--- config.mk ---
export PLATFORM = sky130hd
export DESIGN_NAME = cpd_top
export DESIGN_NICKNAME = d
export VERILOG_FILES = /design/src/rtl/cpd_pkg.sv /design/src/rtl/cpd_sync.sv /design/src/rtl/cpd_reg_bank.sv /design/src/rtl/cpd_top.sv
export SDC_FILE = /design/constraint.sdc
export NUM_CORES = 1
export LEC_CHECK = 0
export ABC_AREA = 0
export BUFFER_PORTS_ARGS = -buffer_cell sky130_fd_sc_hd__buf_2
export CAP_MARGIN = 15
export CORE_ASPECT_RATIO = 0.6
export CORE_MARGIN = 2
export CORE_UTILIZATION = 50
export CTS_CLUSTER_DIAMETER = 100
export DETAILED_ROUTE_END_ITERATION = 7
export PLACE_DENSITY = 0.78
export SLEW_MARGIN = 20
export SYNTH_ARGS = -nofsm -noshare
export SYNTH_HDL_FRONTEND = slang
export SYNTH_SLANG_ARGS = --single-unit
--- constraint.sdc ---
create_clock -name sys_clk -period 3.7 [get_ports sys_clk]
set_input_delay 0.37 -clock sys_clk [delete_from_list [all_inputs] [get_ports sys_clk]]
set_output_delay 0.37 -clock sys_clk [all_outputs]
set_load 0.05 [all_outputs]
--- src/rtl/cpd_pkg.sv ---
// Summary of operation
// - Hard reset or main power-up leaves Run state with every logical device inactive.
// - Strap is caught at hard reset falling edge or main power-up.
// - Strap low gives port 0x02E, strap high gives 0x04E.
// - Config port decodes at the address held in global indexes 0x26 and 0x27.
// - Byte 0x55 to the config port enters Configuration state, enabling index/data.
// - Byte 0xAA to the config port returns to Run state.
// - Index and data ports act only in Configuration state.
// - Index port sits at config port address, data port one above; both read/write.
// - Index 0x07 selects logical device; later indexes reach that device's registers.
// - Global registers are reachable whatever logical device is selected.
// - Only Run and Configuration states; Run accepts the entry key except during power-up blocking or while hard reset is held.
// - Writing one to bit 0 of index 0x02 soft-resets registers having soft defaults.
// - All host accesses ignored for 500 us after main power-up.
package cpd_pkg;

  localparam int CLK_MHZ          = 200;
  localparam int POR_BLOCK_US     = 500;
  localparam int POR_BLOCK_CYCLES = POR_BLOCK_US * CLK_MHZ;

  localparam logic [7:0]  KEY_ENTER       = 8'h55;
  localparam logic [7:0]  KEY_EXIT        = 8'hAA;
  localparam logic [7:0]  IDX_CTRL        = 8'h02;
  localparam logic [7:0]  IDX_RSVD        = 8'h03;
  localparam logic [7:0]  IDX_CHIP_ID     = 8'h20;
  localparam logic [7:0]  IDX_CHIP_REV    = 8'h21;
  localparam logic [7:0]  IDX_PORT_LO     = 8'h26;
  localparam logic [7:0]  IDX_PORT_HI     = 8'h27;
  localparam int          CTRL_SOFT_BIT   = 0;
  localparam logic [7:0]  PORT_LO_STRAP0  = 8'h2E;
  localparam logic [7:0]  PORT_LO_STRAP1  = 8'h4E;
  localparam logic [7:0]  PORT_HI_DEFAULT = 8'h00;
  localparam logic [15:0] DATA_PORT_STEP  = 16'h0001;
  localparam logic [7:0]  LDN_FLOPPY      = 8'h00;
  localparam logic [7:0]  READ_ZERO       = 8'h00;

  localparam int NUM_REGS   = 19;
  localparam int LDN_ENTRY  = 0;
  localparam int FACT_ENTRY = 10;
  // Entry 0 is rightmost
  localparam logic [NUM_REGS-1:0][7:0] REG_INDEX = {
    8'hF4, 8'hF2, 8'hF1, 8'hF0, 8'h74, 8'h70, 8'h61, 8'h60, 8'h30,
    8'h2F, 8'h2E, 8'h2D, 8'h2C, 8'h2B, 8'h2A, 8'h24, 8'h23, 8'h22, 8'h07};
  localparam logic [NUM_REGS-1:0][7:0] REG_DEFAULT = {
    8'h00, 8'hFF, 8'h00, 8'h0E, 8'h02, 8'h06, 8'hF0, 8'h03, 8'h00,
    8'h00, 8'h00, 8'h00, 8'h00, 8'h00, 8'h00, 8'h04, 8'h00, 8'h00, 8'h00};
  localparam logic [NUM_REGS-1:0] REG_GLOBAL = 19'h003FF;
  localparam logic [NUM_REGS-1:0] REG_HARD   = 19'h7FC0F;
  localparam logic [NUM_REGS-1:0] REG_SOFT   = 19'h07C03;

  typedef enum logic {
    CPD_RUN    = 1'b0,
    CPD_CONFIG = 1'b1
  } cpd_state_t;

endpackage

--- src/rtl/cpd_sync.sv ---
`timescale 1ns/10ps
module cpd_sync
  import cpd_pkg::*;
#(
  parameter int               Width     = 1,
  parameter logic [Width-1:0] ResetVal  = '0
) (
  input  wire logic             sys_clk,
  input  wire logic             reset_n,
  input  wire logic [Width-1:0] asyncIn,
  output logic      [Width-1:0] syncOut_r
);

  logic [Width-1:0] stage1_r;

  // Checked while elaborating, not at run time
  if (Width < 1) begin : gBadWidth
    $error("cpd_sync: Width must be positive");
  end

  // Stage one feeds stage two only
  always_ff @(posedge sys_clk or negedge reset_n) begin
    if (!reset_n) begin
      stage1_r  <= ResetVal;
      syncOut_r <= ResetVal;
    end else begin
      stage1_r  <= asyncIn;
      syncOut_r <= stage1_r;
    end
  end

endmodule

--- src/rtl/cpd_reg_bank.sv ---
`timescale 1ns/10ps
module cpd_reg_bank
  import cpd_pkg::*;
(
  input  wire logic       sys_clk,
  input  wire logic       reset_n,
  input  wire logic       hardClr,
  input  wire logic       vtrClr,
  input  wire logic       softClr,
  input  wire logic       wrEn,
  input  wire logic       rdEn,
  input  wire logic [7:0] accIndex,
  input  wire logic [7:0] wrData,
  output logic      [7:0] rdData_r,
  output logic            rdHit_r,
  output logic            floppyActive_r
);

  logic [7:0]          regVal_r [NUM_REGS];
  logic [NUM_REGS-1:0] hit;
  logic [7:0]          rdData_nxt;

  for (genvar g = 0; g < NUM_REGS; g++) begin : gEntry
    // Globals ignore device selection others follow it
    assign hit[g] = (accIndex == REG_INDEX[g]) &&
                    (REG_GLOBAL[g] || (regVal_r[LDN_ENTRY] == LDN_FLOPPY));

    always_ff @(posedge sys_clk or negedge reset_n) begin
      if (!reset_n) begin
        regVal_r[g] <= REG_DEFAULT[g];
      end else if (vtrClr || (hardClr && REG_HARD[g])) begin
        regVal_r[g] <= REG_DEFAULT[g];
      end else if (softClr && REG_SOFT[g]) begin
        regVal_r[g] <= REG_DEFAULT[g];
      end else if (wrEn && hit[g]) begin
        regVal_r[g] <= wrData;
      end
    end
  end

  always_comb begin
    rdData_nxt = READ_ZERO;
    for (int i = 0; i < NUM_REGS; i++) begin
      if (hit[i]) rdData_nxt = rdData_nxt | regVal_r[i];
    end
  end

  always_ff @(posedge sys_clk or negedge reset_n) begin
    if (!reset_n) begin
      rdData_r <= READ_ZERO;
      rdHit_r  <= 1'b0;
    end else if (rdEn) begin
      rdData_r <= rdData_nxt;
      rdHit_r  <= |hit;
    end
  end

  always_ff @(posedge sys_clk or negedge reset_n) begin
    if (!reset_n) begin
      floppyActive_r <= 1'b0;
    end else begin
      floppyActive_r <= regVal_r[FACT_ENTRY][0];
    end
  end

endmodule

--- src/rtl/cpd_top.sv ---
`timescale 1ns/10ps
module cpd_top
  import cpd_pkg::*;
#(
  parameter int         PorBlockCycles = POR_BLOCK_CYCLES,
  parameter logic [7:0] ChipId         = 8'hA5,  // Arbitrary value
  parameter logic [7:0] ChipRev        = 8'h01   // Arbitrary value
) (
  input  wire logic        sys_clk,
  input  wire logic        reset_n,
  input  wire logic        hostHardReset_n,
  input  wire logic        standbyPowerOnReset_n,
  input  wire logic        sharedGeneralPin,
  input  wire logic        ioStrobe,
  input  wire logic        ioWrite,
  input  wire logic [15:0] ioAddr,
  input  wire logic [7:0]  ioWrData,
  output logic      [7:0]  ioRdData_r,
  output logic             ioAck_r,
  output logic             configMode_r,
  output logic             accessBlocked_r,
  output logic             floppyEnable
);

  localparam int CntW = $clog2(PorBlockCycles + 1);

  // Checked while elaborating, not at run time
  if (PorBlockCycles < 3) begin : gBadPor
    $error("cpd_top: PorBlockCycles must be at least 3");
  end

  cpd_state_t   state_r;
  logic [2:0]   pinSync;
  logic         hardSync;
  logic         vtrSync;
  logic         strapSync;
  logic         hardPrev_r;
  logic         hardActive;
  logic         hardFall;
  logic         vtrActive;
  logic         strapLatch_r;
  logic         strapNow;
  logic [CntW-1:0] porCnt_r;
  logic         porBusy;
  logic [7:0]   index_r;
  logic [7:0]   portLo_r;
  logic [7:0]   portHi_r;
  logic [15:0]  configBase;
  logic [15:0]  dataAddr;
  logic         hitIndex;
  logic         hitData;
  logic         inCfg;
  logic         take;
  logic         cfgPortWr;
  logic         idxWr;
  logic         idxRd;
  logic         dataWr;
  logic         dataRd;
  logic         decoded;
  logic         softClr_r;
  logic         pend_r;
  logic         pendRead_r;
  logic         pendMain_r;
  logic [7:0]   mainRd_r;
  logic [7:0]   mainRd_nxt;
  logic [7:0]   bankRd;
  logic         bankHit;
  logic [7:0]   defaultPortLo;

  // Pins from outside the clock domain
  cpd_sync #(
    .Width    (3),
    .ResetVal (3'b011)
  ) uSync (
    .sys_clk   (sys_clk),
    .reset_n   (reset_n),
    .asyncIn   ({sharedGeneralPin, standbyPowerOnReset_n, hostHardReset_n}),
    .syncOut_r (pinSync)
  );

  assign hardSync  = pinSync[0];
  assign vtrSync   = pinSync[1];
  assign strapSync = pinSync[2];

  assign hardActive = !hardSync;
  assign vtrActive  = !vtrSync;
  assign hardFall   = hardPrev_r && !hardSync;

  always_ff @(posedge sys_clk or negedge reset_n) begin
    if (!reset_n) begin
      hardPrev_r <= 1'b1;
    end else begin
      hardPrev_r <= hardSync;
    end
  end

  // Power-up blocking window
  always_ff @(posedge sys_clk or negedge reset_n) begin
    if (!reset_n) begin
      porCnt_r <= CntW'(PorBlockCycles);
    end else if (porCnt_r != '0) begin
      porCnt_r <= porCnt_r - CntW'(1);
    end
  end

  assign porBusy = (porCnt_r != '0);

  always_ff @(posedge sys_clk or negedge reset_n) begin
    if (!reset_n) begin
      accessBlocked_r <= 1'b1;
    end else begin
      accessBlocked_r <= porBusy || hardActive;
    end
  end

  // Strap caught through the whole power-up window so the sync has settled
  always_ff @(posedge sys_clk or negedge reset_n) begin
    if (!reset_n) begin
      strapLatch_r <= 1'b0;
    end else if (porBusy || hardFall) begin
      strapLatch_r <= strapSync;
    end
  end

  assign strapNow      = (porBusy || hardFall) ? strapSync : strapLatch_r;
  assign defaultPortLo = strapNow ? PORT_LO_STRAP1 : PORT_LO_STRAP0;

  // Address decode
  assign configBase = {portHi_r, portLo_r};
  assign dataAddr   = configBase + DATA_PORT_STEP;
  assign hitIndex   = (ioAddr == configBase);
  assign hitData    = (ioAddr == dataAddr);
  assign inCfg      = (state_r == CPD_CONFIG);

  // Accesses are dropped during power-up and while hard reset is held
  assign take = ioStrobe && !pend_r && !porBusy && !hardActive;

  assign cfgPortWr = take && ioWrite && hitIndex;
  assign idxWr     = cfgPortWr && inCfg && (ioWrData != KEY_EXIT);
  assign idxRd     = take && !ioWrite && hitIndex && inCfg;
  assign dataWr    = take && ioWrite && hitData && inCfg;
  assign dataRd    = take && !ioWrite && hitData && inCfg;
  assign decoded   = cfgPortWr || idxRd || dataWr || dataRd;

  // Two-state controller
  always_ff @(posedge sys_clk or negedge reset_n) begin
    if (!reset_n) begin
      state_r <= CPD_RUN;
    end else if (hardActive) begin
      state_r <= CPD_RUN;
    end else if (cfgPortWr) begin
      unique case (state_r)
        CPD_RUN: begin
          // Other bytes in Run are dropped
          if (ioWrData == KEY_ENTER) state_r <= CPD_CONFIG;
        end
        CPD_CONFIG: begin
          if (ioWrData == KEY_EXIT) state_r <= CPD_RUN;
        end
      endcase
    end
  end

  always_ff @(posedge sys_clk or negedge reset_n) begin
    if (!reset_n) begin
      configMode_r <= 1'b0;
    end else begin
      configMode_r <= (state_r == CPD_CONFIG);
    end
  end

  // Index port
  always_ff @(posedge sys_clk or negedge reset_n) begin
    if (!reset_n) begin
      index_r <= READ_ZERO;
    end else if (idxWr) begin
      index_r <= ioWrData;
    end
  end

  // Relocatable config port address
  always_ff @(posedge sys_clk or negedge reset_n) begin
    if (!reset_n) begin
      portLo_r <= PORT_LO_STRAP0;
    end else if (porBusy || hardActive) begin
      portLo_r <= defaultPortLo;
    end else if (dataWr && (index_r == IDX_PORT_LO)) begin
      portLo_r <= ioWrData;
    end
  end

  always_ff @(posedge sys_clk or negedge reset_n) begin
    if (!reset_n) begin
      portHi_r <= PORT_HI_DEFAULT;
    end else if (porBusy || hardActive) begin
      portHi_r <= PORT_HI_DEFAULT;
    end else if (dataWr && (index_r == IDX_PORT_HI)) begin
      portHi_r <= ioWrData;
    end
  end

  // Write-only control; no storage, one-cycle soft reset
  always_ff @(posedge sys_clk or negedge reset_n) begin
    if (!reset_n) begin
      softClr_r <= 1'b0;
    end else begin
      softClr_r <= dataWr && (index_r == IDX_CTRL) && ioWrData[CTRL_SOFT_BIT];
    end
  end

  // Registers outside the table
  always_comb begin
    mainRd_nxt = READ_ZERO;
    if (idxRd) begin
      mainRd_nxt = index_r;
    end else begin
      unique case (index_r)
        IDX_CHIP_ID:  mainRd_nxt = ChipId;
        IDX_CHIP_REV: mainRd_nxt = ChipRev;
        IDX_PORT_LO:  mainRd_nxt = portLo_r;
        IDX_PORT_HI:  mainRd_nxt = portHi_r;
        IDX_RSVD:     mainRd_nxt = READ_ZERO;
        default:      mainRd_nxt = READ_ZERO;
      endcase
    end
  end

  cpd_reg_bank uBank (
    .sys_clk        (sys_clk),
    .reset_n        (reset_n),
    .hardClr        (hardActive),
    .vtrClr         (vtrActive),
    .softClr        (softClr_r),
    .wrEn           (dataWr),
    .rdEn           (take),
    .accIndex       (index_r),
    .wrData         (ioWrData),
    .rdData_r       (bankRd),
    .rdHit_r        (bankHit),
    .floppyActive_r (floppyEnable)
  );

  // Answer two cycles after the strobe; bank read data is registered
  always_ff @(posedge sys_clk or negedge reset_n) begin
    if (!reset_n) begin
      pend_r     <= 1'b0;
      pendRead_r <= 1'b0;
      pendMain_r <= 1'b0;
      mainRd_r   <= READ_ZERO;
    end else begin
      pend_r     <= decoded;
      pendRead_r <= idxRd || dataRd;
      pendMain_r <= idxRd;
      mainRd_r   <= mainRd_nxt;
    end
  end

  always_ff @(posedge sys_clk or negedge reset_n) begin
    if (!reset_n) begin
      ioAck_r <= 1'b0;
    end else begin
      ioAck_r <= pend_r;
    end
  end

  always_ff @(posedge sys_clk or negedge reset_n) begin
    if (!reset_n) begin
      ioRdData_r <= READ_ZERO;
    end else if (pend_r && pendRead_r) begin
      if (!pendMain_r && bankHit) begin
        ioRdData_r <= bankRd;
      end else begin
        ioRdData_r <= mainRd_r;
      end
    end else begin
      ioRdData_r <= READ_ZERO;
    end
  end

endmodule

Word level (Yosys, flattened, before mapping)
Index checks and enable logic that the tools add are counted.
{ "word_totals": {"regBits": 235, "inputBits": 31, "output_inout_bits": 12, "elab_cells": 256} }
{ "op_classes": {"addsub": 2, "n_eq_ne": 36, "mux": 79, "n_bitwise": 19, "reduce_logical": 80} }
{ "ops": {"columns": ["operator", "count"], "rows": [
  ["two-way mux 8 bit", 71],
  ["bitwise OR 8 bit", 18],
  ["equality test 8 x 6 -> 1 bit, second input constant", 14],
  ["logical AND 1 bit", 49],
  ["equality test 8 x 7 -> 1 bit, second input constant", 5],
  ["equality test 8 bit, second input constant", 5],
  ["equality test 16 bit", 2],
  ["one-hot mux 8 bit (4 select lines)", 1],
  ["nonzero test 3 bit", 7],
  ["OR reduction 19 bit", 1],
  ["nonzero test 17 bit", 1],
  ["subtractor 17 x 1 -> 17 bit, second input constant", 1],
  ["adder 16 x 1 -> 16 bit, second input constant", 1],
  ["nonzero test 2 bit", 8],
  ["!= test 2 x 1 -> 1 bit, second input constant", 6],
  ["equality test 8 x 2 -> 1 bit, second input constant", 1],
  ["equality test 8 x 3 -> 1 bit, second input constant", 1],
  ["zero test 8 bit", 1],
  ["!= test 8 bit, second input constant", 1],
  ["logical OR 1 bit", 7],
  ["two-way mux 7 bit", 1],
  ["zero test 1 bit", 6],
  ["two-way mux 1 bit", 5],
  ["!= test 2 bit, second input constant", 1],
  ["2 further kinds", 2]
]} }

Depth between registers and ports, before layout
Gate-level depths: netlist (run 1).
{ "logic_depth": {"depth_word": 38, "depth_mapped": 11, "ltp_nobuf": 11} }

Modules after synthesis
From an unflattened synthesis (run 1), not the netlist that was laid out.
{ "hier_totals": {"cells_unflattened": 1266, "area_unflattened_um2": 12235.5} }
{ "modules_own_cells": {"columns": ["module", "instances", "cells_each", "area_per_inst_um2", "seq_area_each_um2"], "rows": [
  ["cpd_reg_bank", 1, 870, 8368.0, 4080.2],
  ["cpd_top", 1, 390, 3712.3, 1691.6],
  ["cpd_sync", 1, 6, 155.1, 155.1]
]} }

Worst setup path after synthesis (run 1)
OpenSTA, ideal clock, no wires.
{ "synth_path": {"path_kind": "register to register", "startpoint": "register porCnt_r[0]", "endpoint": "register index_r[1]", "setup_ns": 0.125, "t_arrival_ns": 3.130, "required_time_ns": 3.575, "slack_ns": 0.446, "stages_incl_launch_ff": 10, "path_buffers": 1, "synth_period_minus_slack_ns": 3.254, "path_cell_list": "dfrtp_1 inv_1 ha_1 or4b_1 or4_1 or4_1 clkbuf_1 or2_4 nor3b_4 mux2_2"} }
{ "synth_between": {"elab_chain_len": 8} }
{ "synth_lines": {"columns": ["item", "line_no", "text"], "rows": [
  ["start: declaration", "cpd_top.sv:43", "logic [CntW-1:0] porCnt_r;"],
  ["start signal: assignment", "cpd_top.sv:100", "porCnt_r <= CntW'(PorBlockCycles);"],
  ["start signal: assignment", "cpd_top.sv:102", "porCnt_r <= porCnt_r - CntW'(1);"],
  ["nonzero test 17 bit", "cpd_top.sv:106", "assign porBusy = (porCnt_r != '0);"],
  ["zero test 1 bit", "cpd_top.sv:136", "assign take = ioStrobe && !pend_r && !porBusy && !hardActive;"],
  ["logical AND 1 bit (2 in series)", "cpd_top.sv:136", null],
  ["logical AND 1 bit (2 in series)", "cpd_top.sv:138", "assign cfgPortWr = take && ioWrite && hitIndex;"],
  ["logical AND 1 bit (2 in series)", "cpd_top.sv:139", "assign idxWr = cfgPortWr && inCfg && (ioWrData != KEY_EXIT);"],
  ["end signal: assignment", "cpd_top.sv:177", "index_r <= ioWrData;"],
  ["end: declaration", "cpd_top.sv:45", "logic [7:0] index_r;"]
]} }
Every way passes these cells.
A chain may end at the register's enable or synchronous reset.

Final worst setup path (run 1)
{ "layout_path": {"startpoint": "register portLo_r[2]", "endpoint": "register uBank.regVal_r[51] (netlist bit)"} }
{ "layout_between": {"elab_chain_len": 6} }
{ "layout_lines": {"columns": ["item", "line_no", "text"], "rows": [
  ["start: declaration", "cpd_top.sv:46", "logic [7:0] portLo_r;"],
  ["start signal: assignment", "cpd_top.sv:186", "portLo_r <= defaultPortLo;"],
  ["start signal: assignment", "cpd_top.sv:188", "portLo_r <= ioWrData;"],
  ["adder 16 x 1 -> 16 bit", "cpd_top.sv:130", "assign dataAddr = configBase + DATA_PORT_STEP;"],
  ["equality test 16 bit", "cpd_top.sv:132", "assign hitData = (ioAddr == dataAddr);"],
  ["logical AND 1 bit (2 in series)", "cpd_top.sv:141", "assign dataWr = take && ioWrite && hitData && inCfg;"],
  ["logical AND 1 bit", "cpd_reg_bank.sv:35", "end else if (wrEn && hit[g]) begin"],
  ["nonzero test 3 bit (no line)", null, null],
  ["end signal: indexed assignment", "cpd_reg_bank.sv:32", "regVal_r[g] <= REG_DEFAULT[g];"],
  ["end signal: indexed assignment", "cpd_reg_bank.sv:34", "regVal_r[g] <= REG_DEFAULT[g];"],
  ["end signal: indexed assignment", "cpd_reg_bank.sv:36", "regVal_r[g] <= wrData;"],
  ["end: declaration", "cpd_reg_bank.sv:19", "logic [7:0] regVal_r [NUM_REGS];"]
]} }
Every way passes these cells.

==> summary.txt, run 1 <==
Route
  – DRT Pass-1 Iters: 6
  – # DRC: 0
  – Post-route ant nets: 0
  – Routed WL per cell: 23.68 µm
  – DR vias: 9690
  – Initial DRC Count: 1345
  – Vias per cell: 6.367
  – Final wirelength: 36.04 mm

Synthesis
  – Dominant synthesized flop cell: dfrtp_1
  – Post-synthesis sequential area ratio: 0.4965
  – Distinct cells, synth: 70
  – Gate Count Post-Synth: 1153
  – Syn_nets: 1186
  – Synth warn: 0
  – Post-synth EDFFs: 0
  – Syn Area/Cell: 10.35 µm²
  – Asr flop ratio synth: 1.000
  – Post-Syn Area: 0.01194 mm²
  – Synth Register Bits: 235

Placed design
  – Routability cong.: 0.9844
  – PortBufs: 42
  – HPWL after DPL: 25.19 mm

Critical path
  – Worst-path maximum fanout: 24
  – Type of origin of the critical path: register
  – Kind of critical path: register to register
  – Crit. End Element: register
  – R2R depth: 8
  – Worst EP required: 4.07 ns
  – WP data arrival: 3.90 ns

STA
  – # setup viols final: 0
  – Fin Hold WS: 0.1290 ns
  – Worst-margin pin slew: 1.312 ns
  – Slew Viols, Final: 0
  – Final setup TNS: 0 ns
  – Max Fclk: 282.8 MHz
  – Layout Skew: 0.02342 ns
  – Rel. slew slack: 0.1233
  – Period utilization: 0.9556
  – Fin. Hold Viols: 0
  – Crit path time final: 3.536 ns
  – RSZ-0062 raised after global routing: false

Clock tree
  – # H-tree levels: 1
  – Clk slew on worst S/H paths: 0.07 ns
  – CTS Buf Count: 21
  – Post-CTS setup buffers: 0
  – CTS tree: done
  – Maximum clock path buffer count: 3
  – Clk_lat worst skew: 0.53 ns
  – CTS Root Buffer Type: clkbuf_16
  – Clock Sinks: 235

GRT
  – Vias in the first global route: 9409
  – Largest net degree at the start of global routing: 109
  – Grt ovf: 0
  – First-pass GRT wire length: 56.24 mm
  – Tot GR Track Use: 0.2965
  – Initial antenna violation count: 0

Final layout
  – Commonest non-fill, non-tap cell in the layout: nand2_1
  – Fillcell total: 1931
  – Layout cells sized above 1: 0.1814
  – Commonest non-fill, non-tap cells in the layout: 206 x nand2_1, 198 x dfrtp_1, 176 x mux2i_1
  – Antenna cells: 0
  – Final Net Count: 1225
  – Layout area overhead: 12.56%

Die
  – Core ar.: 0.02330 mm²
  – Die Wd: 203.5 µm
  – I/O Pins: 43
  – Initial Utilization: 0.5124
  – Die height: 123.7 µm
  – Die ar.: 0.02517 mm²
  – Row count: 43

Worst hold path
  – Hold Path Stages: 2
  – Hold crit path type: primary input to register

Run status
  – Status: complete, no violations

Power
  – PD cells: 389.2 mW/mm²
  – Leak: 0.006710 µW
  – VDD IR max: 0.0003643 V

Job
  – Max Cap Violations: 0
-- sequential cells by signal, summed over array words and instances, names as in the netlist, 8 cells and up --
signal,flops
mainRd_r,8
ioRdData_r,8
uBank.regVal_r,152
portHi_r,8
index_r,8
portLo_r,8
porCnt_r,17
uBank.rdData_r,8
-- cell families (layout without fill, tap and decap cells) --
logic type / count (synthesis) / after routing / synth area share
AND/OR/NAND/NOR: 456 / 456 / 0.1934
flip-flops: 235 / 235 / 0.4965
multiplexers: 198 / 198 / 0.1693
AO/OA/AOI/OAI: 141 / 141 / 0.08469
buffers and inverters: 86 / 140 / 0.02840
XOR/XNOR: 35 / 35 / 0.02568
adder cells (fa/ha/maj): 2 / 2 / 0.002096
-- worst paths after layout --
kind                                             start                             end  slack (ns)
min in group asynchronous                      reset_n         porCnt_r[8]$_DFFE_PN0P_        0.47
max in group asynchronous                      reset_n  uBank.regVal_r[41]$_DFFE_PN1P_        2.21
hold reg to reg            uSync.stage1_r[2]$_DFF_PN0_    uSync.syncOut_r[2]$_DFF_PN0_        0.35
hold / removal                                 ioWrite            pendMain_r$_DFF_PN0_        0.13
setup / recovery               portLo_r[2]$_DFFE_PN1P_  uBank.regVal_r[51]$_DFFE_PN0P_        0.16
setup reg to reg               portLo_r[2]$_DFFE_PN1P_  uBank.regVal_r[51]$_DFFE_PN0P_        0.16
-- cells in the mapped netlist, types with 14 or more instances --
library cell,count,area share
nand3_1,28,0.012
dfrtp_1,198,0.42
a22oi_1,32,0.020
or4_1,16,0.010
nor3_1,20,0.0084
xnor2_1,20,0.015
and3_1,14,0.0073
mux2_2,21,0.020
a21oi_1,18,0.0075
nor4_1,14,0.0073
nand4_1,21,0.011
clkbuf_1,58,0.018
dfstp_2,37,0.081
nor2_1,74,0.023
o21ai_0,21,0.0088
mux2i_1,176,0.15
nand2_1,206,0.065
xor2_1,15,0.011
-- repair_timing --
item,CTS,global route
hold buffers,4,0
endpoints found under the setup margin,0,33
gates resized for setup,0,6
hold endpoints to repair,95,0
-- stage by stage --
stage / instance area (µm²) / util / setup slack [ns] / instances / power, µW
final: 13440 / 0.5768 / 0.1644 / 1522 / 5230
after global routing: 13440 / 0.5768 / 0.001373 / 1522 / 5360
after CTS: 13410 / 0.5757 / 0.1315 / 1522 / 5239
after detailed placement: 12640 / 0.5426 / 0.1643 / 1480 / 2898
after global placement: 12640 / 0.5426 / 0.3274 / 1480 / 2896
after floorplan: 11940 / - / 0.4456 / 1153 / 2754
-- per-layer routing --
layer | GRT usage | wire length (µm) | up-vias
li1 | - | - | 4212
met1 | 0.4365 | 15610 | 4839
met2 | 0.3961 | 14010 | 585
met3 | 0.1358 | 5783 | 54
met4 | 0.05885 | 633 | 0
met5 | 0 | 0 | -
-- cell type report --
class	instances	area, µm²	area share
sequential	235	5927	0.4411
clock buffer	27	598.1	0.04451
timing repair buffer	88	613.1	0.04563
tap	315	394.1	0.02933
inverter	14	52.55	0.003911
clock inverter	11	133.9	0.009964
multi-input combinational	832	5718	0.4256
-- critical path, cell delays in order (launching register included) --
cell and delay [ns]:
dfstp_2 0.64, nand4_1 0.29, or4_1 0.58, a222oi_1 0.33, nor4b_2 0.40, and4_1 0.30
buf_12 0.21, nand3_1 0.38, mux2i_1 0.23
-- where the power goes --
group / internal (µW) / switching (µW) / total [µW] / leakage (µW)
logic: 63.2 / 201 / 264 / 0.00320
registers: 2590 / 9.94 / 2600 / 0.00314
clock network: 1360 / 1010 / 2370 / 0.000370
Note: power is estimated with default switching activity, not from simulation.
==> run 2, diff against run 1 <==
--- a/config.mk
+++ b/config.mk
@@ -10,10 +10,10 @@
 export CAP_MARGIN = 15
 export CORE_ASPECT_RATIO = 0.6
 export CORE_MARGIN = 2
-export CORE_UTILIZATION = 50
+export CORE_UTILIZATION = 45
 export CTS_CLUSTER_DIAMETER = 100
 export DETAILED_ROUTE_END_ITERATION = 7
-export PLACE_DENSITY = 0.78
+export PLACE_DENSITY = 0.72
 export SLEW_MARGIN = 20
 export SYNTH_ARGS = -nofsm -noshare
 export SYNTH_HDL_FRONTEND = slang
==> run 2 against run 1 <==
Against the previous run: global-route usage shrank 3.5 points; combinational power is essentially flat; fmax shrank 0.60%; cell area grew 0.41%; clock skew shrank 0.0048 ns; non-clock buffer count is the same; clock power is essentially flat; critical path type unchanged; critical endpoint is now portHi_r[3]$_DFFE_PN0P_.
==> summary.txt, run 2 (synthesis results as in run 1) <==
Die
  – I/O Pins: 43 (unchanged)
  – Die ar.: 0.02789 mm² (+11%)
  – Row count: 46 (+7.0%)
  – Initial Utilization: 0.4549 (-0.05758)
  – Core ar.: 0.02625 mm² (+13%)
  – Die Wd: 214.3 µm (+5.3%)
  – Die height: 130.2 µm (+5.2%)

Run status
  – Status: complete, no violations

STA
  – RSZ-0062 raised after global routing: false
  – # setup viols final: 0 (unchanged)
  – Period utilization: 0.9613 (+0.005732)
  – Setup slack after layout: 0.1432 ns (-0.02121 ns)
  – Crit path time final: 3.557 ns (+0.02121 ns)
  – Rel. slew slack: 0.3000 (+0.1767)
  – Fin. Hold Viols: 0 (unchanged)
  – Layout Skew: 0.01858 ns (-0.004845 ns)
  – Max Fclk: 281.2 MHz (-0.60%)
  – Final setup TNS: 0 ns (unchanged)
  – Worst-margin pin slew: 1.050 ns (-0.2618 ns)
  – Slew Viols, Final: 0 (unchanged)

Critical path
  – CP max stage delay: 0.63 ns (about the same)
  – WP data arrival: 3.96 ns (+0.06 ns)
  – Worst EP required: 4.10 ns (+0.03 ns)
  – Worst path cell trace: nand4_1 -> or4_1 -> a222oi_1 -> nor4b_2 -> nand3b_1 -> nor3b_2 -> mux2_2
  – Worst-path maximum fanout: 10 (-58%)
  – Crit path max-delay cell type: dfstp_2
  – Buf/Inv on CP: 0 (-1)
  – Crit. End Element: register
  – Kind of critical path: register to register
  – Type of origin of the critical path: register
  – Delay-heaviest family, CP: simple AND/OR/NAND/NOR gates

Placed design
  – Worst slack at placement: 0.1957 ns (+0.03143 ns)
  – PortBufs: 42 (unchanged)
  – Dpl cell area: 0.01270 mm² (+0.45%)
  – Routability cong.: 1.005 (+2.1%)
  – Cell count after placement: 1525 (+3.0%)
  – HPWL after DPL: 25.44 mm (+0.98%)

GRT
  – Tot GR Track Use: 0.2619 (-0.03463)
  – Vias in the first global route: 9263 (-1.6%)
  – Grt ovf: 0 (unchanged)
  – First-pass GRT wire length: 56.25 mm (about the same)
  – Initial antenna violation count: 0 (unchanged)
  – Largest net degree at the start of global routing: 125 (+15%)

Route
  – DR vias: 9634 (-0.58%)
  – Post-route ant nets: 0 (unchanged)
  – Final wirelength: 35.87 mm (-0.45%)
  – Routed WL per cell: 22.86 µm (-3.4%)
  – Vias per cell: 6.140 (-3.6%)
  – DRT Pass-1 Iters: 6 (unchanged)
  – # DRC: 0 (unchanged)
  – Initial DRC Count: 1341 (-0.30%)

Power
  – VDD IR max: 0.0002628 V (-28%)
  – PD cells: 388.4 mW/mm² (-0.21%)
  – Leak: 0.006715 µW (about the same)
  – Pwr Total: 5240 µW (+0.20%)

Final layout
  – Commonest non-fill, non-tap cells in the layout: 206 x nand2_1, 198 x dfrtp_1, 176 x mux2i_1
  – Layout area overhead: 13.02%
  – Layout cells sized above 1: 0.1787 (-0.002782)
  – Finished Cell Area: 0.01349 mm² (+0.41%)
  – Final Net Count: 1226 (+0.082%)
  – Final Non-Filler Cells: 1569 (+3.1%)
  – Top reg by flops: uBank.regVal_r
  – Commonest non-fill, non-tap cell in the layout: nand2_1
  – Antenna cells: 0 (unchanged)
  – Fillcell total: 2347 (+22%)
  – Largest register FFs: 152 (unchanged)
  – Top Registers: uBank.regVal_r: 152 flops, porCnt_r: 17 flops

Clock tree
  – Post-CTS setup buffers: 0 (unchanged)
  – CTS tree: done
  – Clk_lat worst skew: 0.53 ns (about the same)
  – CTS Buf Count: 22 (+4.8%)
  – Clk slew on worst S/H paths: 0.06 ns (about the same)
  – CTS Root Buffer Type: clkbuf_16
  – Maximum clock path buffer count: 3 (unchanged)
  – # H-tree levels: 1 (unchanged)
  – Clock Sinks: 235 (unchanged)

Worst hold path
  – Hold crit path type: primary input to register

Job
  – Max Cap Violations: 0 (unchanged)
run 2: changes by cell type in the layout (fill, tap and decap cells not counted), sizes merged:
cell    change
clkbuf      +7
clkinv      -3
bufinv      -1
inv         -1
run 2: what timing repair did:
| action | 4_1_cts | 5_1_grt |
|---|---|---|
| hold endpoints to repair | 52 | 0 |
| resized for setup | 0 | 3 |
| endpoints found under the setup margin | 0 | 24 |
| hold buffers | 4 | 0 |
run 2: layout make-up:
class / instances / area (µm²) / share of cell area
sequential: 235 / 5927 / 0.4393
multi-input combinational: 832 / 5702 / 0.4226
clock buffer: 34 / 666.9 / 0.04943
timing repair buffer: 88 / 613.1 / 0.04544
tap: 360 / 450.4 / 0.03339
clock inverter: 6 / 80.08 / 0.005935
inverter: 14 / 52.55 / 0.003895
run 2: power breakdown:
part	switching, µW	internal, µW	total (µW)
registers	10.4	2590	2600
clock network	998	1380	2380
logic	199	62.4	262
total	1210	4030	5240
run 2: per-layer routing:
layer	up-vias	GRT usage	routed length [µm]
li1	4223	-	-
met1	4767	0.3977	16490
met4	0	0.05474	707
met5	-	0	0
met2	575	0.3419	13670
met3	69	0.1072	5015
run 2: path summary, 6_finish.rpt:
path | from | endpoint | slack [ns] | depth (start not counted)
max | portLo_r[2]$_DFFE_PN1P_ | portHi_r[3]$_DFFE_PN0P_ | 0.14 | 7
min | ioWrite | pendRead_r$_DFF_PN0_ | 0.12 | 2
max reg2reg | portLo_r[2]$_DFFE_PN1P_ | portHi_r[3]$_DFFE_PN0P_ | 0.14 | 7
min reg2reg | uSync.stage1_r[2]$_DFF_PN0_ | uSync.syncOut_r[2]$_DFF_PN0_ | 0.35 | 0
max in group asynchronous | reset_n | uBank.regVal_r[142]$_DFFE_PN0P_ | 2.26 | 3
min in group asynchronous | reset_n | porCnt_r[6]$_DFFE_PN0P_ | 0.37 | 2
run 2: through the flow:
stage,hold WS (ns),utilization
2_1_floorplan,0.07441,-
3_3_place_gp,0.3261,0.4836
3_5_place_dp,0.3261,0.4837
4_1_cts,0.09267,0.5137
5_1_grt,0.1065,0.5141
6_report,0.1157,0.5141
